$ cat src/design/tcf_defs.vh
`ifndef TCF_DEFS_VH
`define TCF_DEFS_VH

// Register page and addresses
`define TCF_PAGE            8'h00
`define TCF_ADDR_CONTROL    8'h91
`define TCF_ADDR_RELOAD_LO  8'h92
`define TCF_ADDR_RELOAD_HI  8'h93
`define TCF_ADDR_COUNT_LO   8'h94
`define TCF_ADDR_COUNT_HI   8'h95

// Control register field positions
`define TCF_BIT_HIGH_FLAG   7
`define TCF_BIT_LOW_FLAG    6
`define TCF_BIT_LOW_IRQ_EN  5
`define TCF_BIT_CAPTURE_EN  4
`define TCF_BIT_SPLIT_EN    3
`define TCF_BIT_RUN         2
`define TCF_BIT_CLKSEL_HI   1
`define TCF_BIT_CLKSEL_LO   0

// Reset values
`define TCF_CONTROL_RESET   8'h00
`define TCF_BYTE_RESET      8'h00

// Alternative clock select codes
`define TCF_CLKSEL_DIV12    2'h0
`define TCF_CLKSEL_EXT8     2'h1
`define TCF_CLKSEL_RSVD     2'h2
`define TCF_CLKSEL_RTC      2'h3

// Byte limits
`define TCF_BYTE_MAX        8'hff

// System clock divide-by-12 prescaler
`define TCF_DIV12_LAST      4'hb
`define TCF_DIV12_ZERO      4'h0

`endif

$ cat src/design/tcf_byte_counter.v
`timescale 1ns/1ps
`default_nettype none
`include "tcf_defs.vh"

// One 8-bit count byte with load and increment
module tcf_byte_counter (
	input  wire       clk_in,
	input  wire       rst_n_in,
	input  wire       load_in,
	input  wire [7:0] load_val_in,
	input  wire       inc_in,
	output wire [7:0] count_out,
	output wire       wrap_out
);

	reg [7:0] count_r;
	reg [7:0] count_nxt;

	// Load has priority over counting
	always @* begin
		count_nxt = count_r;
		if (load_in)
			count_nxt = load_val_in;
		else if (inc_in)
			count_nxt = count_r + 8'h01;
	end

	always @(posedge clk_in or negedge rst_n_in) begin
		if (!rst_n_in)
			count_r <= `TCF_BYTE_RESET;
		else
			count_r <= count_nxt;
	end

	assign count_out = count_r;
	// Roll from all ones to zero on this increment
	assign wrap_out  = inc_in & (count_r == `TCF_BYTE_MAX);

endmodule // tcf_byte_counter

`default_nettype wire

$ cat src/design/tcf_timer3.v
`timescale 1ns/1ps
`default_nettype none
`include "tcf_defs.vh"

// How it works
// - High byte rollover to zero, or full 16-bit wrap, sets high_overflow_flag.
// - With timer interrupt enabled, a set high flag requests an interrupt.
// - Low byte rollover sets low_overflow_flag in every mode.
// - Hardware never clears the flags; only software writes zero.
// - Low flag requests interrupt only when low_byte_irq_enable and timer interrupt enabled.
// - capture_mode_enable one selects period capture; zero keeps normal timing.
// - Control register at page 0x0, address 0x91, all bits read/write, reset zero.
// - Bit 3 is split_mode_enable, choosing 16-bit or dual 8-bit operation.
// - Split zero gives one 16-bit reload counter; one gives two 8-bit ones.
// - run_control enables counting; in split mode it gates only the high byte.
// - alt_clock_select picks alternative clock and capture trigger per code.
// - Capture event copies count into reload pair and sets high flag.
module tcf_timer3 (
	input  wire       sys_clk_in,
	input  wire       rst_n_in,
	input  wire [7:0] sfr_page_in,
	input  wire [7:0] sfr_addr_in,
	input  wire       sfr_wr_in,
	input  wire [7:0] sfr_wdata_in,
	input  wire       sfr_rd_in,
	output reg  [7:0] sfr_rdata_out,
	input  wire       timer_irq_enable_in,
	input  wire       high_use_system_clock_in,
	input  wire       low_use_system_clock_in,
	input  wire       ext_osc_div8_tick_in,
	input  wire       rtc_tick_in,
	output reg        irq_req_out
);

	reg        rst_meta_r;
	reg        rst_sync_r;
	reg        high_flag_r;
	reg        low_flag_r;
	reg        low_irq_en_r;
	reg        capture_en_r;
	reg        split_en_r;
	reg        run_r;
	reg  [1:0] clksel_r;
	reg  [7:0] reload_lo_r;
	reg  [7:0] reload_hi_r;
	reg  [3:0] div12_r;
	reg        div12_tick_r;
	reg        ext_tick;
	reg        cap_tick;
	reg  [7:0] rdata_nxt;

	wire       rst_n;
	wire       page_hit;
	wire       wr_ctl;
	wire       wr_rl_lo;
	wire       wr_rl_hi;
	wire       wr_cnt_lo;
	wire       wr_cnt_hi;
	wire       low_tick;
	wire       high_tick;
	wire       inc_lo;
	wire       inc_hi;
	wire       wrap_lo;
	wire       wrap_hi;
	wire       wrap16;
	wire       reload16;
	wire       capture_evt;
	wire       set_high;
	wire       set_low;
	wire       load_lo;
	wire       load_hi;
	wire [7:0] load_lo_val;
	wire [7:0] load_hi_val;
	wire [7:0] count_lo;
	wire [7:0] count_hi;
	wire [7:0] control_val;

	// Reset released through two flops so release is clean
	always @(posedge sys_clk_in or negedge rst_n_in) begin
		if (!rst_n_in) begin
			rst_meta_r <= 1'b0;
			rst_sync_r <= 1'b0;
		end else begin
			rst_meta_r <= 1'b1;
			rst_sync_r <= rst_meta_r;
		end
	end
	assign rst_n = rst_sync_r;

	// Register decode
	assign page_hit  = (sfr_page_in == `TCF_PAGE);
	assign wr_ctl    = sfr_wr_in & page_hit & (sfr_addr_in == `TCF_ADDR_CONTROL);
	assign wr_rl_lo  = sfr_wr_in & page_hit & (sfr_addr_in == `TCF_ADDR_RELOAD_LO);
	assign wr_rl_hi  = sfr_wr_in & page_hit & (sfr_addr_in == `TCF_ADDR_RELOAD_HI);
	assign wr_cnt_lo = sfr_wr_in & page_hit & (sfr_addr_in == `TCF_ADDR_COUNT_LO);
	assign wr_cnt_hi = sfr_wr_in & page_hit & (sfr_addr_in == `TCF_ADDR_COUNT_HI);

	// System clock divided by 12 as a one-cycle enable
	always @(posedge sys_clk_in or negedge rst_n) begin
		if (!rst_n) begin
			div12_r      <= `TCF_DIV12_ZERO;
			div12_tick_r <= 1'b0;
		end else begin
			div12_tick_r <= (div12_r == `TCF_DIV12_LAST);
			if (div12_r == `TCF_DIV12_LAST)
				div12_r <= `TCF_DIV12_ZERO;
			else
				div12_r <= div12_r + 4'h1;
		end
	end

	// Alternative clock and capture trigger; reserved code never ticks
	always @* begin
		ext_tick = 1'b0;
		cap_tick = 1'b0;
		case (clksel_r)
			`TCF_CLKSEL_DIV12: begin
				ext_tick = div12_tick_r;
				cap_tick = rtc_tick_in;
			end
			`TCF_CLKSEL_EXT8: begin
				ext_tick = ext_osc_div8_tick_in;
				cap_tick = ext_osc_div8_tick_in;
			end
			`TCF_CLKSEL_RTC: begin
				ext_tick = rtc_tick_in;
				cap_tick = ext_osc_div8_tick_in;
			end
			default: begin
				ext_tick = 1'b0;
				cap_tick = 1'b0;
			end
		endcase
	end

	// Per-byte tick: system clock or the alternative clock
	assign low_tick  = low_use_system_clock_in | ext_tick;
	assign high_tick = high_use_system_clock_in | ext_tick;

	// Increment enables; split low byte ignores run control
	assign inc_lo = split_en_r ? low_tick : (run_r & low_tick);
	assign inc_hi = split_en_r ? (run_r & high_tick) : (run_r & low_tick & wrap_lo);

	// Full wrap reloads both bytes except in capture mode, where the count rolls on to zero
	assign wrap16      = ~split_en_r & wrap_hi;
	assign reload16    = wrap16 & ~capture_en_r;
	assign capture_evt = capture_en_r & cap_tick;

	// Software write beats counting; split bytes reload on their own wrap
	assign load_lo     = wr_cnt_lo | reload16 | (split_en_r & wrap_lo);
	assign load_hi     = wr_cnt_hi | reload16 | (split_en_r & wrap_hi);
	assign load_lo_val = wr_cnt_lo ? sfr_wdata_in : reload_lo_r;
	assign load_hi_val = wr_cnt_hi ? sfr_wdata_in : reload_hi_r;

	// Low byte; in 16-bit mode it rolls to zero and carries, but reloads on a full wrap outside capture mode
	tcf_byte_counter u_low (
		.clk_in      (sys_clk_in),
		.rst_n_in    (rst_n),
		.load_in     (load_lo),
		.load_val_in (load_lo_val),
		.inc_in      (inc_lo),
		.count_out   (count_lo),
		.wrap_out    (wrap_lo)
	);

	// High byte
	tcf_byte_counter u_high (
		.clk_in      (sys_clk_in),
		.rst_n_in    (rst_n),
		.load_in     (load_hi),
		.load_val_in (load_hi_val),
		.inc_in      (inc_hi),
		.count_out   (count_hi),
		.wrap_out    (wrap_hi)
	);

	// Flag set events
	assign set_high = wrap_hi | capture_evt;
	assign set_low  = wrap_lo;

	// Control register; hardware set outranks a software clear
	always @(posedge sys_clk_in or negedge rst_n) begin
		if (!rst_n) begin
			high_flag_r  <= 1'b0;
			low_flag_r   <= 1'b0;
			low_irq_en_r <= 1'b0;
			capture_en_r <= 1'b0;
			split_en_r   <= 1'b0;
			run_r        <= 1'b0;
			clksel_r     <= 2'h0;
		end else begin
			if (set_high)
				high_flag_r <= 1'b1;
			else if (wr_ctl)
				high_flag_r <= sfr_wdata_in[`TCF_BIT_HIGH_FLAG];
			if (set_low)
				low_flag_r <= 1'b1;
			else if (wr_ctl)
				low_flag_r <= sfr_wdata_in[`TCF_BIT_LOW_FLAG];
			if (wr_ctl) begin
				low_irq_en_r <= sfr_wdata_in[`TCF_BIT_LOW_IRQ_EN];
				capture_en_r <= sfr_wdata_in[`TCF_BIT_CAPTURE_EN];
				split_en_r   <= sfr_wdata_in[`TCF_BIT_SPLIT_EN];
				run_r        <= sfr_wdata_in[`TCF_BIT_RUN];
				clksel_r     <= sfr_wdata_in[`TCF_BIT_CLKSEL_HI:`TCF_BIT_CLKSEL_LO];
			end
		end
	end

	// Reload pair; capture overwrites, a same-cycle software write loses
	always @(posedge sys_clk_in or negedge rst_n) begin
		if (!rst_n) begin
			reload_lo_r <= `TCF_BYTE_RESET;
			reload_hi_r <= `TCF_BYTE_RESET;
		end else if (capture_evt) begin
			reload_lo_r <= count_lo;
			reload_hi_r <= count_hi;
		end else begin
			if (wr_rl_lo)
				reload_lo_r <= sfr_wdata_in;
			if (wr_rl_hi)
				reload_hi_r <= sfr_wdata_in;
		end
	end

	assign control_val = {high_flag_r, low_flag_r, low_irq_en_r, capture_en_r,
		split_en_r, run_r, clksel_r};

	// Read mux; unmapped addresses read zero
	always @* begin
		rdata_nxt = 8'h00;
		if (sfr_rd_in && page_hit) begin
			case (sfr_addr_in)
				`TCF_ADDR_CONTROL:   rdata_nxt = control_val;
				`TCF_ADDR_RELOAD_LO: rdata_nxt = reload_lo_r;
				`TCF_ADDR_RELOAD_HI: rdata_nxt = reload_hi_r;
				`TCF_ADDR_COUNT_LO:  rdata_nxt = count_lo;
				`TCF_ADDR_COUNT_HI:  rdata_nxt = count_hi;
				default:             rdata_nxt = 8'h00;
			endcase
		end
	end

	// Registered outputs; request is a level while an enabled flag is pending
	always @(posedge sys_clk_in or negedge rst_n) begin
		if (!rst_n) begin
			sfr_rdata_out <= 8'h00;
			irq_req_out   <= 1'b0;
		end else begin
			sfr_rdata_out <= rdata_nxt;
			irq_req_out   <= timer_irq_enable_in &
				(high_flag_r | (low_flag_r & low_irq_en_r));
		end
	end

endmodule // tcf_timer3

`default_nettype wire

$ cat config.mk
export PLATFORM = sky130hd
export DESIGN_NAME = tcf_timer3
export DESIGN_NICKNAME = d
export VERILOG_FILES = /design/src/design/tcf_byte_counter.v /design/src/design/tcf_timer3.v
export VERILOG_INCLUDE_DIRS = /design/src /design/src/design
export SDC_FILE = /design/constraint.sdc
export NUM_CORES = 1
export LEC_CHECK = 0
export ABC_AREA = 1
export ABC_CLOCK_PERIOD_IN_PS = 2200
export BUFFER_PORTS_ARGS = -buffer_cell sky130_fd_sc_hd__buf_4
export CAP_MARGIN = 20
export CORE_MARGIN = 10
export CORE_UTILIZATION = 34
export DETAILED_ROUTE_END_ITERATION = 12
export GPL_ROUTABILITY_DRIVEN = 0
export GPL_TIMING_DRIVEN = 0
export HOLD_SLACK_MARGIN = 0.08
export PLACE_DENSITY = 0.49
export SYNTH_ARGS = -nofsm -noshare
export SYNTH_HDL_FRONTEND = slang
export SYNTH_SLANG_ARGS = --single-unit
$ cat constraint.sdc
create_clock -name sys_clk_in -period 2.2 [get_ports sys_clk_in]
set_input_delay 0 -clock sys_clk_in [delete_from_list [all_inputs] [get_ports sys_clk_in]]
set_output_delay 0 -clock sys_clk_in [all_outputs]
set_load 0.1 [all_outputs]
* Yosys cells after proc, flatten, opt, wreduce, memory -nomap -nowiden
Cells that the tools add are included.
** Operators by class
- Add/subtract/negate cells :: 3
- Equal/unequal tests :: 10
- Mux-type cells :: 21
- Bitwise gates (word level) :: 28
- Reductions and logical operators :: 10
** Operator list (number)
- two-way mux 8 bit :: 11
- == test 8 bit, second input constant :: 7
- one-hot mux 8 bit (5 select lines) :: 1
- AND 1 bit :: 18
- adder 8 x 1 -> 8 bit, second input constant :: 2
- nonzero test 2 bit :: 6
- logical NOT 8 bit :: 1
- bitwise OR 1 bit :: 8
- two-way mux 1 bit :: 6
- adder 4 x 1 -> 4 bit, second input constant :: 1
- == test 4 bit, second input constant :: 1
- two-way mux 4 bit :: 1
- one-hot mux 1 bit (3 select lines) :: 1
- == test 2 x 1 -> 1 bit, second input constant :: 1
- == test 2 bit, second input constant :: 1
- logical NOT 2 bit :: 1
- NOT 1 bit :: 2
- one-hot mux 1 bit (2 select lines) :: 1
- OR reduction 2 bit :: 1
- logical AND 1 bit :: 1
** Storage, ports and cells
- Bits in registers :: 56
- Input bits :: 33
- Word-level logic and storage cells :: 89

* Longest topological paths before layout
Gate-level depths: netlist of run 1.
- Depth after elaboration :: 14
- Mapped depth :: 13
- Gate-level depth less buffers :: 13

* Cells and area by module
A second synthesis of run 1 with hierarchy kept.
** Second synthesis, totals
- Cells, all modules :: 492
- Area, all modules :: 3647.2 um2
** By module, submodules not included
- tcf_timer3 :: times used 1, cells an instance 362, area each 2618.8 um2, seq. area each 1001.0 um2
- tcf_byte_counter :: times used 2, cells an instance 65, area each 514.2 um2, seq. area each 200.2 um2

* Worst setup path before layout of run 1
OpenSTA, ideal clock, no wires.
- Path type :: reg2reg
- From :: register u_low.count_r[0], in the netlist u_low.count_out[0]
- To :: register u_low.count_r[4], in the netlist u_low.count_out[4]
- Setup time :: 0.116 ns
- Data arrival time :: 1.464 ns
- Required time :: 2.084 ns
- Slack :: 0.620 ns
- Stages on the path, launching flop included :: 13
- Path buffers :: 1
- Clock period less this slack :: 1.580 ns
- Cells stage by stage :: dfrtp_1 > ha_1 > nand2_1 > inv_1 > nand3_1 > inv_1 > nand3_2 > nor2_2 > a21oi_4 > buf_6 > nand3_4 > nor2_2 > nor2_1
** Between the ends
- Longest elaborated chain between the ends :: 10
** RTL lines
- from (decl) :: RTL line tcf_byte_counter.v:16 : reg [7:0] count_r;
- from (signal assigned) :: RTL line tcf_byte_counter.v:30 : count_r <= `TCF_BYTE_RESET;
- from (signal assigned) :: RTL line tcf_byte_counter.v:32 : count_r <= count_nxt;
- == test 8 bit (no line)
- AND 1 bit :: RTL line tcf_byte_counter.v:37 : assign wrap_out = inc_in & (count_r == `TCF_BYTE_MAX);
- AND 1 bit :: RTL line tcf_timer3.v:142 : assign inc_hi = split_en_r ? (run_r & high_tick) : (run_r & low_tick & wrap_lo);
- two-way mux 1 bit :: RTL line tcf_timer3.v:142
- AND 1 bit :: RTL line tcf_byte_counter.v:37
- AND 1 bit :: RTL line tcf_timer3.v:145 : assign wrap16 = ~split_en_r & wrap_hi;
- AND 1 bit :: RTL line tcf_timer3.v:146 : assign reload16 = wrap16 & ~capture_en_r;
- bitwise OR 1 bit (2 in series) :: RTL line tcf_timer3.v:150 : assign load_lo = wr_cnt_lo | reload16 | (split_en_r & wrap_lo);
- two-way mux 8 bit / nonzero test 2 bit (equally long branches)
Several ways; a longest one is shown, not always the timed one. The select of a mux whose other input is x is not followed.
A chain may end at the register's enable or synchronous reset.

* Final worst setup path of run 1
- From :: register u_low.count_r[0], in the netlist u_low.count_out[0]
- To :: register u_high.count_r[0], in the netlist u_high.count_out[0]
** Between the ends
- Longest elaborated chain between the ends :: 10
** RTL lines
- == test 8 bit (no line) (*)
- AND 1 bit (*) :: RTL line tcf_byte_counter.v:37
- AND 1 bit (*) :: RTL line tcf_timer3.v:142
- two-way mux 1 bit (*) :: RTL line tcf_timer3.v:142
- AND 1 bit :: RTL line tcf_byte_counter.v:37
- AND 1 bit :: RTL line tcf_timer3.v:145
- AND 1 bit :: RTL line tcf_timer3.v:146
- bitwise OR 1 bit (2 in series) :: RTL line tcf_timer3.v:151 : assign load_hi = wr_cnt_hi | reload16 | (split_en_r & wrap_hi);
- two-way mux 8 bit / nonzero test 2 bit (equally long branches)
- to (signal assigned) :: RTL line tcf_byte_counter.v:30
- to (signal assigned) :: RTL line tcf_byte_counter.v:32
- to (decl) :: RTL line tcf_byte_counter.v:16
Every way passes the cells marked *; elsewhere a longest branch is shown, timed or not.

==> results of run 1 <==
[stage by stage]
stage	setup WS [ps]	cell area [um2]	setup TNS, ps	hold WS, ps
2_1_floorplan	526	3490	0	-296
4_1_cts	182	4230	0	92.8
3_5_place_dp	208	3990	0	-217
6_report	245	4230	0	84.4
3_3_place_gp	-385	3970	-20480	-218
5_1_grt	14.8	4230	0	106
[registers in the layout (all words and copies together) (netlist names), 2 cells and up]
signal / flops
u_low.count_out: 8
clksel_r: 2
reload_lo_r: 8
u_high.count_out: 8
div12_r: 4
reload_hi_r: 8
sfr_rdata_out: 8
[power by group through the flow]
stage               clock network (uW)  registers [uW]  logic [uW]
floorplan                            0            1340         574
global placement                     0            1380         787
detailed placement                   0            1370         810
CTS                                778            1350         830
global route                       835            1380         944
finish                             767            1350         819
[logic make-up after synthesis]
logic type / count (synthesis) / synth area share
compound gates: 75 / 0.143
mux: 3 / 0.00931
xor+xnor: 7 / 0.0175
simple gates: 225 / 0.325
other cells: 1 / 0.00107
fa+ha+maj: 3 / 0.0107
flops: 56 / 0.401
buf+inv: 74 / 0.0917
[routing by layer]
metal / track usage / share of wire / vias up
met5: 0 / 0 / -
met4: 0.0365 / 0.012 / 0
met3: 0.0326 / 0.067 / 12
met2: 0.232 / 0.46 / 98
met1: 0.196 / 0.46 / 1512
li1: - / - / 1592
[worst min-delay path, delay by kind of cell]
kind,cells,cell delay [ps]
AO/OA/AOI/OAI,1,70
AND/OR/NAND/NOR,2,160
buffers and inverters,1,130
[cell type report]
class	instances	area, um2	share of cell area
buffer	9	76.3	0.0181
clock buffer	7	96.3	0.0228
timing repair buffer	53	438	0.104
multi-input combinational	314	1770	0.419
sequential	56	1400	0.332
inverter	65	244	0.0577
clock inverter	1	30.0	0.00710
tap	133	166	0.0394
[placed cells by master (no fill, tap or decap), types with 7 or more instances in the layout]
cell type                       instances
sky130_fd_sc_hd__a31oi_1                8
sky130_fd_sc_hd__buf_4                 44
sky130_fd_sc_hd__o22ai_1                7
sky130_fd_sc_hd__dlygate4sd3_1         11
sky130_fd_sc_hd__dfrtp_1               54
sky130_fd_sc_hd__nand4_1               11
sky130_fd_sc_hd__nand2_1              113
sky130_fd_sc_hd__inv_2                  7
sky130_fd_sc_hd__o21ai_0               23
sky130_fd_sc_hd__a21oi_1                8
sky130_fd_sc_hd__xor2_1                 7
sky130_fd_sc_hd__o221ai_1              15
sky130_fd_sc_hd__nor2_1                28
sky130_fd_sc_hd__nand3_1               32
sky130_fd_sc_hd__inv_1                 57
sky130_fd_sc_hd__nor2_4                 7
sky130_fd_sc_hd__clkbuf_8               7
sky130_fd_sc_hd__nand2_2                9
[final timing paths]
kind | start | endpoint
setup / recovery | u_low.count_out[0]$_DFFE_PN0P_ | u_high.count_out[0]$_DFFE_PN0P_
hold / removal | sfr_addr_in[0] | sfr_rdata_out[0]$_DFF_PN0_
setup reg to reg | u_low.count_out[0]$_DFFE_PN0P_ | u_high.count_out[0]$_DFFE_PN0P_
hold reg to reg | rst_n$_DFF_PN0_ | reload_hi_r[5]$_DFFE_PN0P_
max in group asynchronous | rst_n$_DFF_PN0_ | reload_lo_r[3]$_DFFE_PN0P_
min in group asynchronous | rst_n$_DFF_PN0_ | reload_hi_r[5]$_DFFE_PN0P_
[cell usage after synthesis (2+ instances only)]
library cell,n
sky130_fd_sc_hd__a21oi_1,8
sky130_fd_sc_hd__a31oi_1,8
sky130_fd_sc_hd__buf_4,3
sky130_fd_sc_hd__buf_6,4
sky130_fd_sc_hd__dfrtp_1,56
sky130_fd_sc_hd__ha_1,3
sky130_fd_sc_hd__inv_1,57
sky130_fd_sc_hd__inv_2,7
sky130_fd_sc_hd__mux2_2,2
sky130_fd_sc_hd__nand2_1,113
sky130_fd_sc_hd__nand2_2,9
sky130_fd_sc_hd__nand2_4,5
sky130_fd_sc_hd__nand3_1,32
sky130_fd_sc_hd__nand3_2,5
sky130_fd_sc_hd__nand3_4,2
sky130_fd_sc_hd__nand4_1,11
sky130_fd_sc_hd__nor2_1,28
sky130_fd_sc_hd__nor2_2,5
sky130_fd_sc_hd__nor2_4,7
sky130_fd_sc_hd__nor3_1,2
sky130_fd_sc_hd__o211ai_1,2
sky130_fd_sc_hd__o21a_1,2
sky130_fd_sc_hd__o21ai_0,23
sky130_fd_sc_hd__o21ai_2,6
sky130_fd_sc_hd__o221ai_1,15
sky130_fd_sc_hd__o22ai_1,7
sky130_fd_sc_hd__or2_2,2
sky130_fd_sc_hd__xor2_1,7
[repair_timing]
item	in CTS	in global routing
resized for setup	0	1
setup endpoints to repair	0	4
endpoints found under the hold margin	12	0
hold buffers	11	0
buffers inserted	0	0
==> flow_results.org, run 1 <==
** Floorplan
- From bottom edge to top edge, the die measures 121 um.
- In this run the count of I/O pins placed on the die edge is 42.
- The die is 121 um wide.
- The die covers 14700 um2.
- Initial standard-cell utilization of the core :: 0.353
- The core region is 9910 um2.
- In this run the core area contains 36 standard-cell rows.

** Routing
- Number of iterations in the first detailed-routing pass :: 5
- Dividing the detail-routed wire length by the instance count gives 16.7 um.
- In the routed layout, each cell is associated on average with a via count of 5.04.
- The detail route stage leaves a number of antenna-violating nets equal to 0.
- Final wirelength :: 10600 um
- Number of DRC violations after detailed-routing iteration 0 :: 237
- Number of remaining DRC errors :: 0
- Across all layers, the routed design uses 3214 vias.

** Clock tree
- # clock sinks :: 56
- Total clock buffers created by CTS :: 5
- Clock insertion delay at the later pin of the skew report :: 320 ps
- CTS tree :: yes
- The H-tree was split into 2 levels.
- Clock-pin slew was measured on the worst setup and hold paths at 110 ps.
- The cell sitting at the root of the clock tree is a sky130_fd_sc_hd__clkbuf_8.
- Counting along the longest clock path gives a buffer depth of 2.

** Logic synthesis
- The Yosys step of the flow raised 0 warnings.
- Most used flip-flop cell after synthesis :: sky130_fd_sc_hd__dfrtp_1
- Of the synthesized area, sequential elements account for 0.401.
- Of all cell types, the one taking the most synthesized area is sky130_fd_sc_hd__dfrtp_1.
- FF+latch count, synth :: 56
- After technology mapping, the gate count stands at 444.
- Count of flip-flops with a built-in enable after synthesis :: 0
- Number of nets produced by synthesis :: 480
- Average cell area after synthesis :: 7.87 um2
- Fraction of synthesized cell area taken by the top area cell type :: 0.401
- In the synthesized netlist the async set-or-reset flop fraction comes to 1.00.
- The mapped netlist covers 3490 um2.
- Yosys cell types :: 41
- Top area cells in the synthesized netlist :: sky130_fd_sc_hd__dfrtp_1 (40%), sky130_fd_sc_hd__nand2_1 (12%), sky130_fd_sc_hd__inv_1 (6.1%)

** Pwr
- Of the total power, the share spent switching nets is 0.351.
- Total power after layout :: 2940 uW
- The analysis attributes to cell leakage a power of 0.00205 uW.
- IR Drop Worst-Case VDD :: 354 uV
- Switching pwr :: 1030 uW
- Pwr dens :: 696 nW/um2
- Combinational Power Share :: 0.278
- The share of total power dissipated in the clock network is 0.261.
- Of the total power, registers draw 0.461.
- Internal power contribution :: 1910 uW

** Timing
- For the pin with the worst max-slew slack, the measured transition is 573 ps.
- Fin crit share :: 0.888
- Final worst clock skew :: 7.29 ps
- Setup violations remaining at the end of the flow were counted as 0.
- The hold violation count in the final report is 0.
- Count of final max-slew check failures :: 0
- Highest Clock Rate :: 512 MHz
- Final Critical Period :: 1950 ps
- Setup repair after global routing missed its margin :: no
- In this run the tightest slew margin relative to its limit is 0.618.

** Layout
- At the end of the flow the core is filled with cells to 0.427.
- The final layout contains 540 nets.
- Layout-stage area growth over the synthesis result :: 21.0%
- Fraction of final layout cells sized beyond drive strength 1 :: 0.226
- Filler instances :: 1039
- Final cell count without fillers :: 638
- The repair_antennas step left the layout with diodes totalling 0.

** Global routing
- The via count of the first global-routing pass came to 3125.
- Initial antenna violation count :: 0
- The first global-routing pass estimated 17000 um of wire.
- Entering global routing, the biggest net connects 32 pins.
- Remaining Overflow, GRT :: 0
- All-Layer GR Usage :: 0.146

** Setup path
- Crit. End Element :: register
- STA puts the critical path data arrival time at 2170 ps.
- The number of buffers and inverters on the critical path is 1.
- Measured in cells, the most critical reg-to-reg path has a length of 10.
- Register-to-register path setup slack :: 250 ps
- Total stage count of the critical path :: 10
- Cell family with most CP delay :: simple AND/OR/NAND/NOR gates
- Critical Path, Cell by Cell :: ha_1, nand3_1, nor2_1, nand4_1, nand2_2, nand3_4, nand2_4, inv_1, o21ai_1, nand2_1
- Critical-path maximum fanout :: 9
- Path type of the worst setup path :: reg2reg
- Slowest Stage Delay on Critical Path :: 450 ps
- Slowest-stage cell, CP :: sky130_fd_sc_hd__dfrtp_1
- The worst setup path is launched from a register.
- Required time of the worst setup path :: 2420 ps

** Placement
- The number of placed instances, taps included, is 619.
- In this run the tool buffered the top-level ports with 41 buffer cells.
- Dpl hpwl :: 8080 um

** Run
- Max-cap violations in this run came to 0.

** Worst hold path
- Class of the tightest hold or removal check :: in2reg
- The worst hold path passes through 4 cells.

** Run status
- Status :: finished clean
Note: power is estimated with default switching activity, not from simulation.
==> run 2, diff against run 1 <==
--- a/config.mk
+++ b/config.mk
@@ -8,7 +8,7 @@
 export LEC_CHECK = 0
 export ABC_AREA = 1
 export ABC_CLOCK_PERIOD_IN_PS = 2200
-export BUFFER_PORTS_ARGS = -buffer_cell sky130_fd_sc_hd__buf_4
+export BUFFER_PORTS_ARGS = -buffer_cell sky130_fd_sc_hd__buf_2
 export CAP_MARGIN = 20
 export CORE_MARGIN = 10
 export CORE_UTILIZATION = 34
==> run 2 against run 1 <==
  * Fmax decreased by 1.7%
  * Hold slack improved by 15 ps
  * Sequential power about the same
  * Sequential cell count unchanged
  * Critical path depth unchanged
  * Non-clock buffer count is 1 lower
  * Critical path type unchanged
  * Highest routed layer unchanged
==> flow_results.org, run 2 (synthesis results as in run 1) <==
** Routing
- Across all layers, the routed design uses 3165 vias.
- After detailed routing, the number of remaining DRC violations is 0.
- Number of iterations in the first detailed-routing pass :: 5
- Residual antenna-violating net count after detailed routing :: 0
- Wires add up to 10500 um.
- Number of DRC violations after detailed-routing iteration 0 :: 178
- Via-to-Cell Ratio :: 4.97
- Dividing the detail-routed wire length by the instance count gives 16.4 um.

** Setup path
- Critical register-to-register path endpoint :: u_high.count_out[0]$_DFFE_PN0P_
- Depth of the worst register-to-register path :: 10
- At the worst endpoint, the required time is 2400 ps.
- In this run the worst path has a maximum fanout of 9.
- The critical path is of the reg2reg type.
- Data on the critical path arrives at its endpoint at 2190 ps.
- In this run the worst setup path begins at u_low.count_out[1]$_DFFE_PN0P_.
- Crit. End Element :: register
- Across all register-to-register paths, the minimum setup slack is 210 ps.
- Critical Path Start Type :: register
- R2r startpoint :: u_low.count_out[1]$_DFFE_PN0P_
- End of the critical path :: u_high.count_out[0]$_DFFE_PN0P_

** Layout
- Most common cell after layout, fill and taps aside :: sky130_fd_sc_hd__nand2_1
- Final net count :: 539
- N_diodes :: 0
- Layout Cell Area excl Fill :: 4080 um2
- Fraction of final layout cells sized beyond drive strength 1 :: 0.220
- Compared with the post-synthesis result, the final layout area differs by 16.7%.
- The library cells used most frequently in the layout, excluding fill and tap cells, are sky130_fd_sc_hd__nand2_1 (113), sky130_fd_sc_hd__inv_1 (57), sky130_fd_sc_hd__dfrtp_1 (55).
- Final cell count without fillers :: 637

** Timing
- Between clock sinks in the finished design, the worst skew comes to 10.1 ps.
- The clock period could shrink to 1990 ps.
- Fin crit share :: 0.904
- Final count of negative-setup-slack endpoints :: 0
- Setup repair after global routing left no endpoint under its margin.
- The number of max-slew violations in the final report is 0.
- Setup TNS after final layout :: 0 ps
- The worst pin sits at a relative slew slack of 0.563.
- Final hold analysis gives a worst-case slack of 99.4 ps.
- Highest Clock Rate :: 503 MHz
- The hold violation count in the final report is 0.
- For the pin with the worst max-slew slack, the measured transition is 655 ps.

** Worst hold path
- Counting instances, the worst hold path has a depth of 5.
- In this run the worst hold path is classified as in2reg.

** Clock tree
- Maximum count of clock buffers along a single path :: 2
- CTS Hold Bufs :: 10
- Clock tree synthesis inserted a total of 5 buffers.
- # clock sinks :: 56
- CTS tree :: yes
- Buffers added to address setup during post-CTS repair amount to 0.
- Clock-pin slew was measured on the worst setup and hold paths at 100 ps.
- At the later pin of the worst-skew pair, clock insertion delay measures 300 ps.
- The H-tree generated during clock tree synthesis spans 2 levels.
- The root buffer cell chosen for the clock tree is sky130_fd_sc_hd__clkbuf_8.
- In this run, post-CTS repair resized a total of 0 instances.

** Floorplan
- Chip Height :: 121 um
- DIE AREA :: 14700 um2
- The floorplan has 36 rows.
- For this configuration, the core starts out at a cell density of 0.353.
- Floorplan die width :: 121 um
- In this run the standard cell core region covers 9910 um2.
- During I/O placement, the number of pins put on the boundary was 42.

** Global routing
- All-Layer GR Usage :: 0.146
- Maximum number of pins on one net before global-route repair :: 29
- Remaining Overflow, GRT :: 0
- Wire length of the first global-routing pass :: 17200 um
- Number of global-route vias before repair :: 3222
- Initial antenna violation count :: 0

** Placement
- Number of cells after detailed placement :: 619
- Number of port buffers :: 41
- Once detailed placement completed, the half-perimeter wirelength came to 8040 um.
- In this run the cell area measured after placement is 3890 um2.

** Run status
- Status :: finished clean

** Pwr
- The analysis attributes to cell leakage a power of 0.00200 uW.
- Across the VDD grid, the largest voltage drop is 359 uV.
- In this run the power density over the cells is 674 nW/um2.

** Run
- Max-cap violations in this run came to 0.
run 2: cell types whose count changed in the layout (fill, tap and decap cells not counted):
cell / delta
sky130_fd_sc_hd__clkbuf_1: +2
sky130_fd_sc_hd__dlygate4sd3_1: -1
sky130_fd_sc_hd__buf_2: +41
sky130_fd_sc_hd__buf_4: -41
sky130_fd_sc_hd__dfrtp_1: +1
sky130_fd_sc_hd__bufinv_16: -1
sky130_fd_sc_hd__dfrtp_2: -1
sky130_fd_sc_hd__clkbuf_8: -1
run 2: through the flow:
step	util	setup slack, ps	total power (uW)
after floorplan	-	526	1910
after global placement	0.390	-329	2150
after detailed placement	0.392	207	2160
after CTS	0.411	197	2770
after global routing	0.411	71.1	2960
final	0.411	211	2750
run 2: worst min-delay path by stage:
stage | start | slack (ps) | end
global route | sfr_rd_in | 110 | sfr_rdata_out[4]$_DFF_PN0_
finish | sfr_wdata_in[6] | 100 | low_flag_r$_DFFE_PN0P_
global placement | rst_n_in | -210 | rst_meta_r$_DFF_PN0_
floorplan | rst_n_in | -300 | rst_meta_r$_DFF_PN0_
CTS | sfr_wdata_in[6] | 90 | low_flag_r$_DFFE_PN0P_
detailed placement | rst_n_in | -210 | rst_meta_r$_DFF_PN0_
run 2: per-layer routing:
| layer | up-vias | GRT usage | routed length [um] |
|---|---|---|---|
| met5 | - | 0 | 0 |
| met4 | 0 | 0.0350 | 112 |
| met3 | 6 | 0.0261 | 573 |
| met2 | 111 | 0.238 | 4910 |
| met1 | 1461 | 0.194 | 4870 |
| li1 | 1587 | - | - |
run 2: layout make-up:
class	instances	area, um2
tap	133	166
timing repair buffer	52	325
fill	1051	5830
multi-input combinational	314	1770
clock buffer	8	90.1
sequential	56	1400
buffer	9	76.3
inverter	65	244
run 2: power breakdown:
part           leakage (uW)  switching, uW  internal, uW
logic               0.00124            488           308
registers          0.000712            180          1180
clock network     0.0000455            338           259
run 2: worst max-delay path, cell delays in order (launching register included):
cell,delay (ps)
sky130_fd_sc_hd__dfrtp_1,490
sky130_fd_sc_hd__ha_1,240
sky130_fd_sc_hd__nand3_1,130
sky130_fd_sc_hd__nor2_1,210
sky130_fd_sc_hd__nand4_1,130
sky130_fd_sc_hd__nand2_2,160
sky130_fd_sc_hd__nand3_4,160
sky130_fd_sc_hd__nand2_4,140
sky130_fd_sc_hd__inv_1,90
sky130_fd_sc_hd__o21ai_1,80
sky130_fd_sc_hd__nand2_1,60
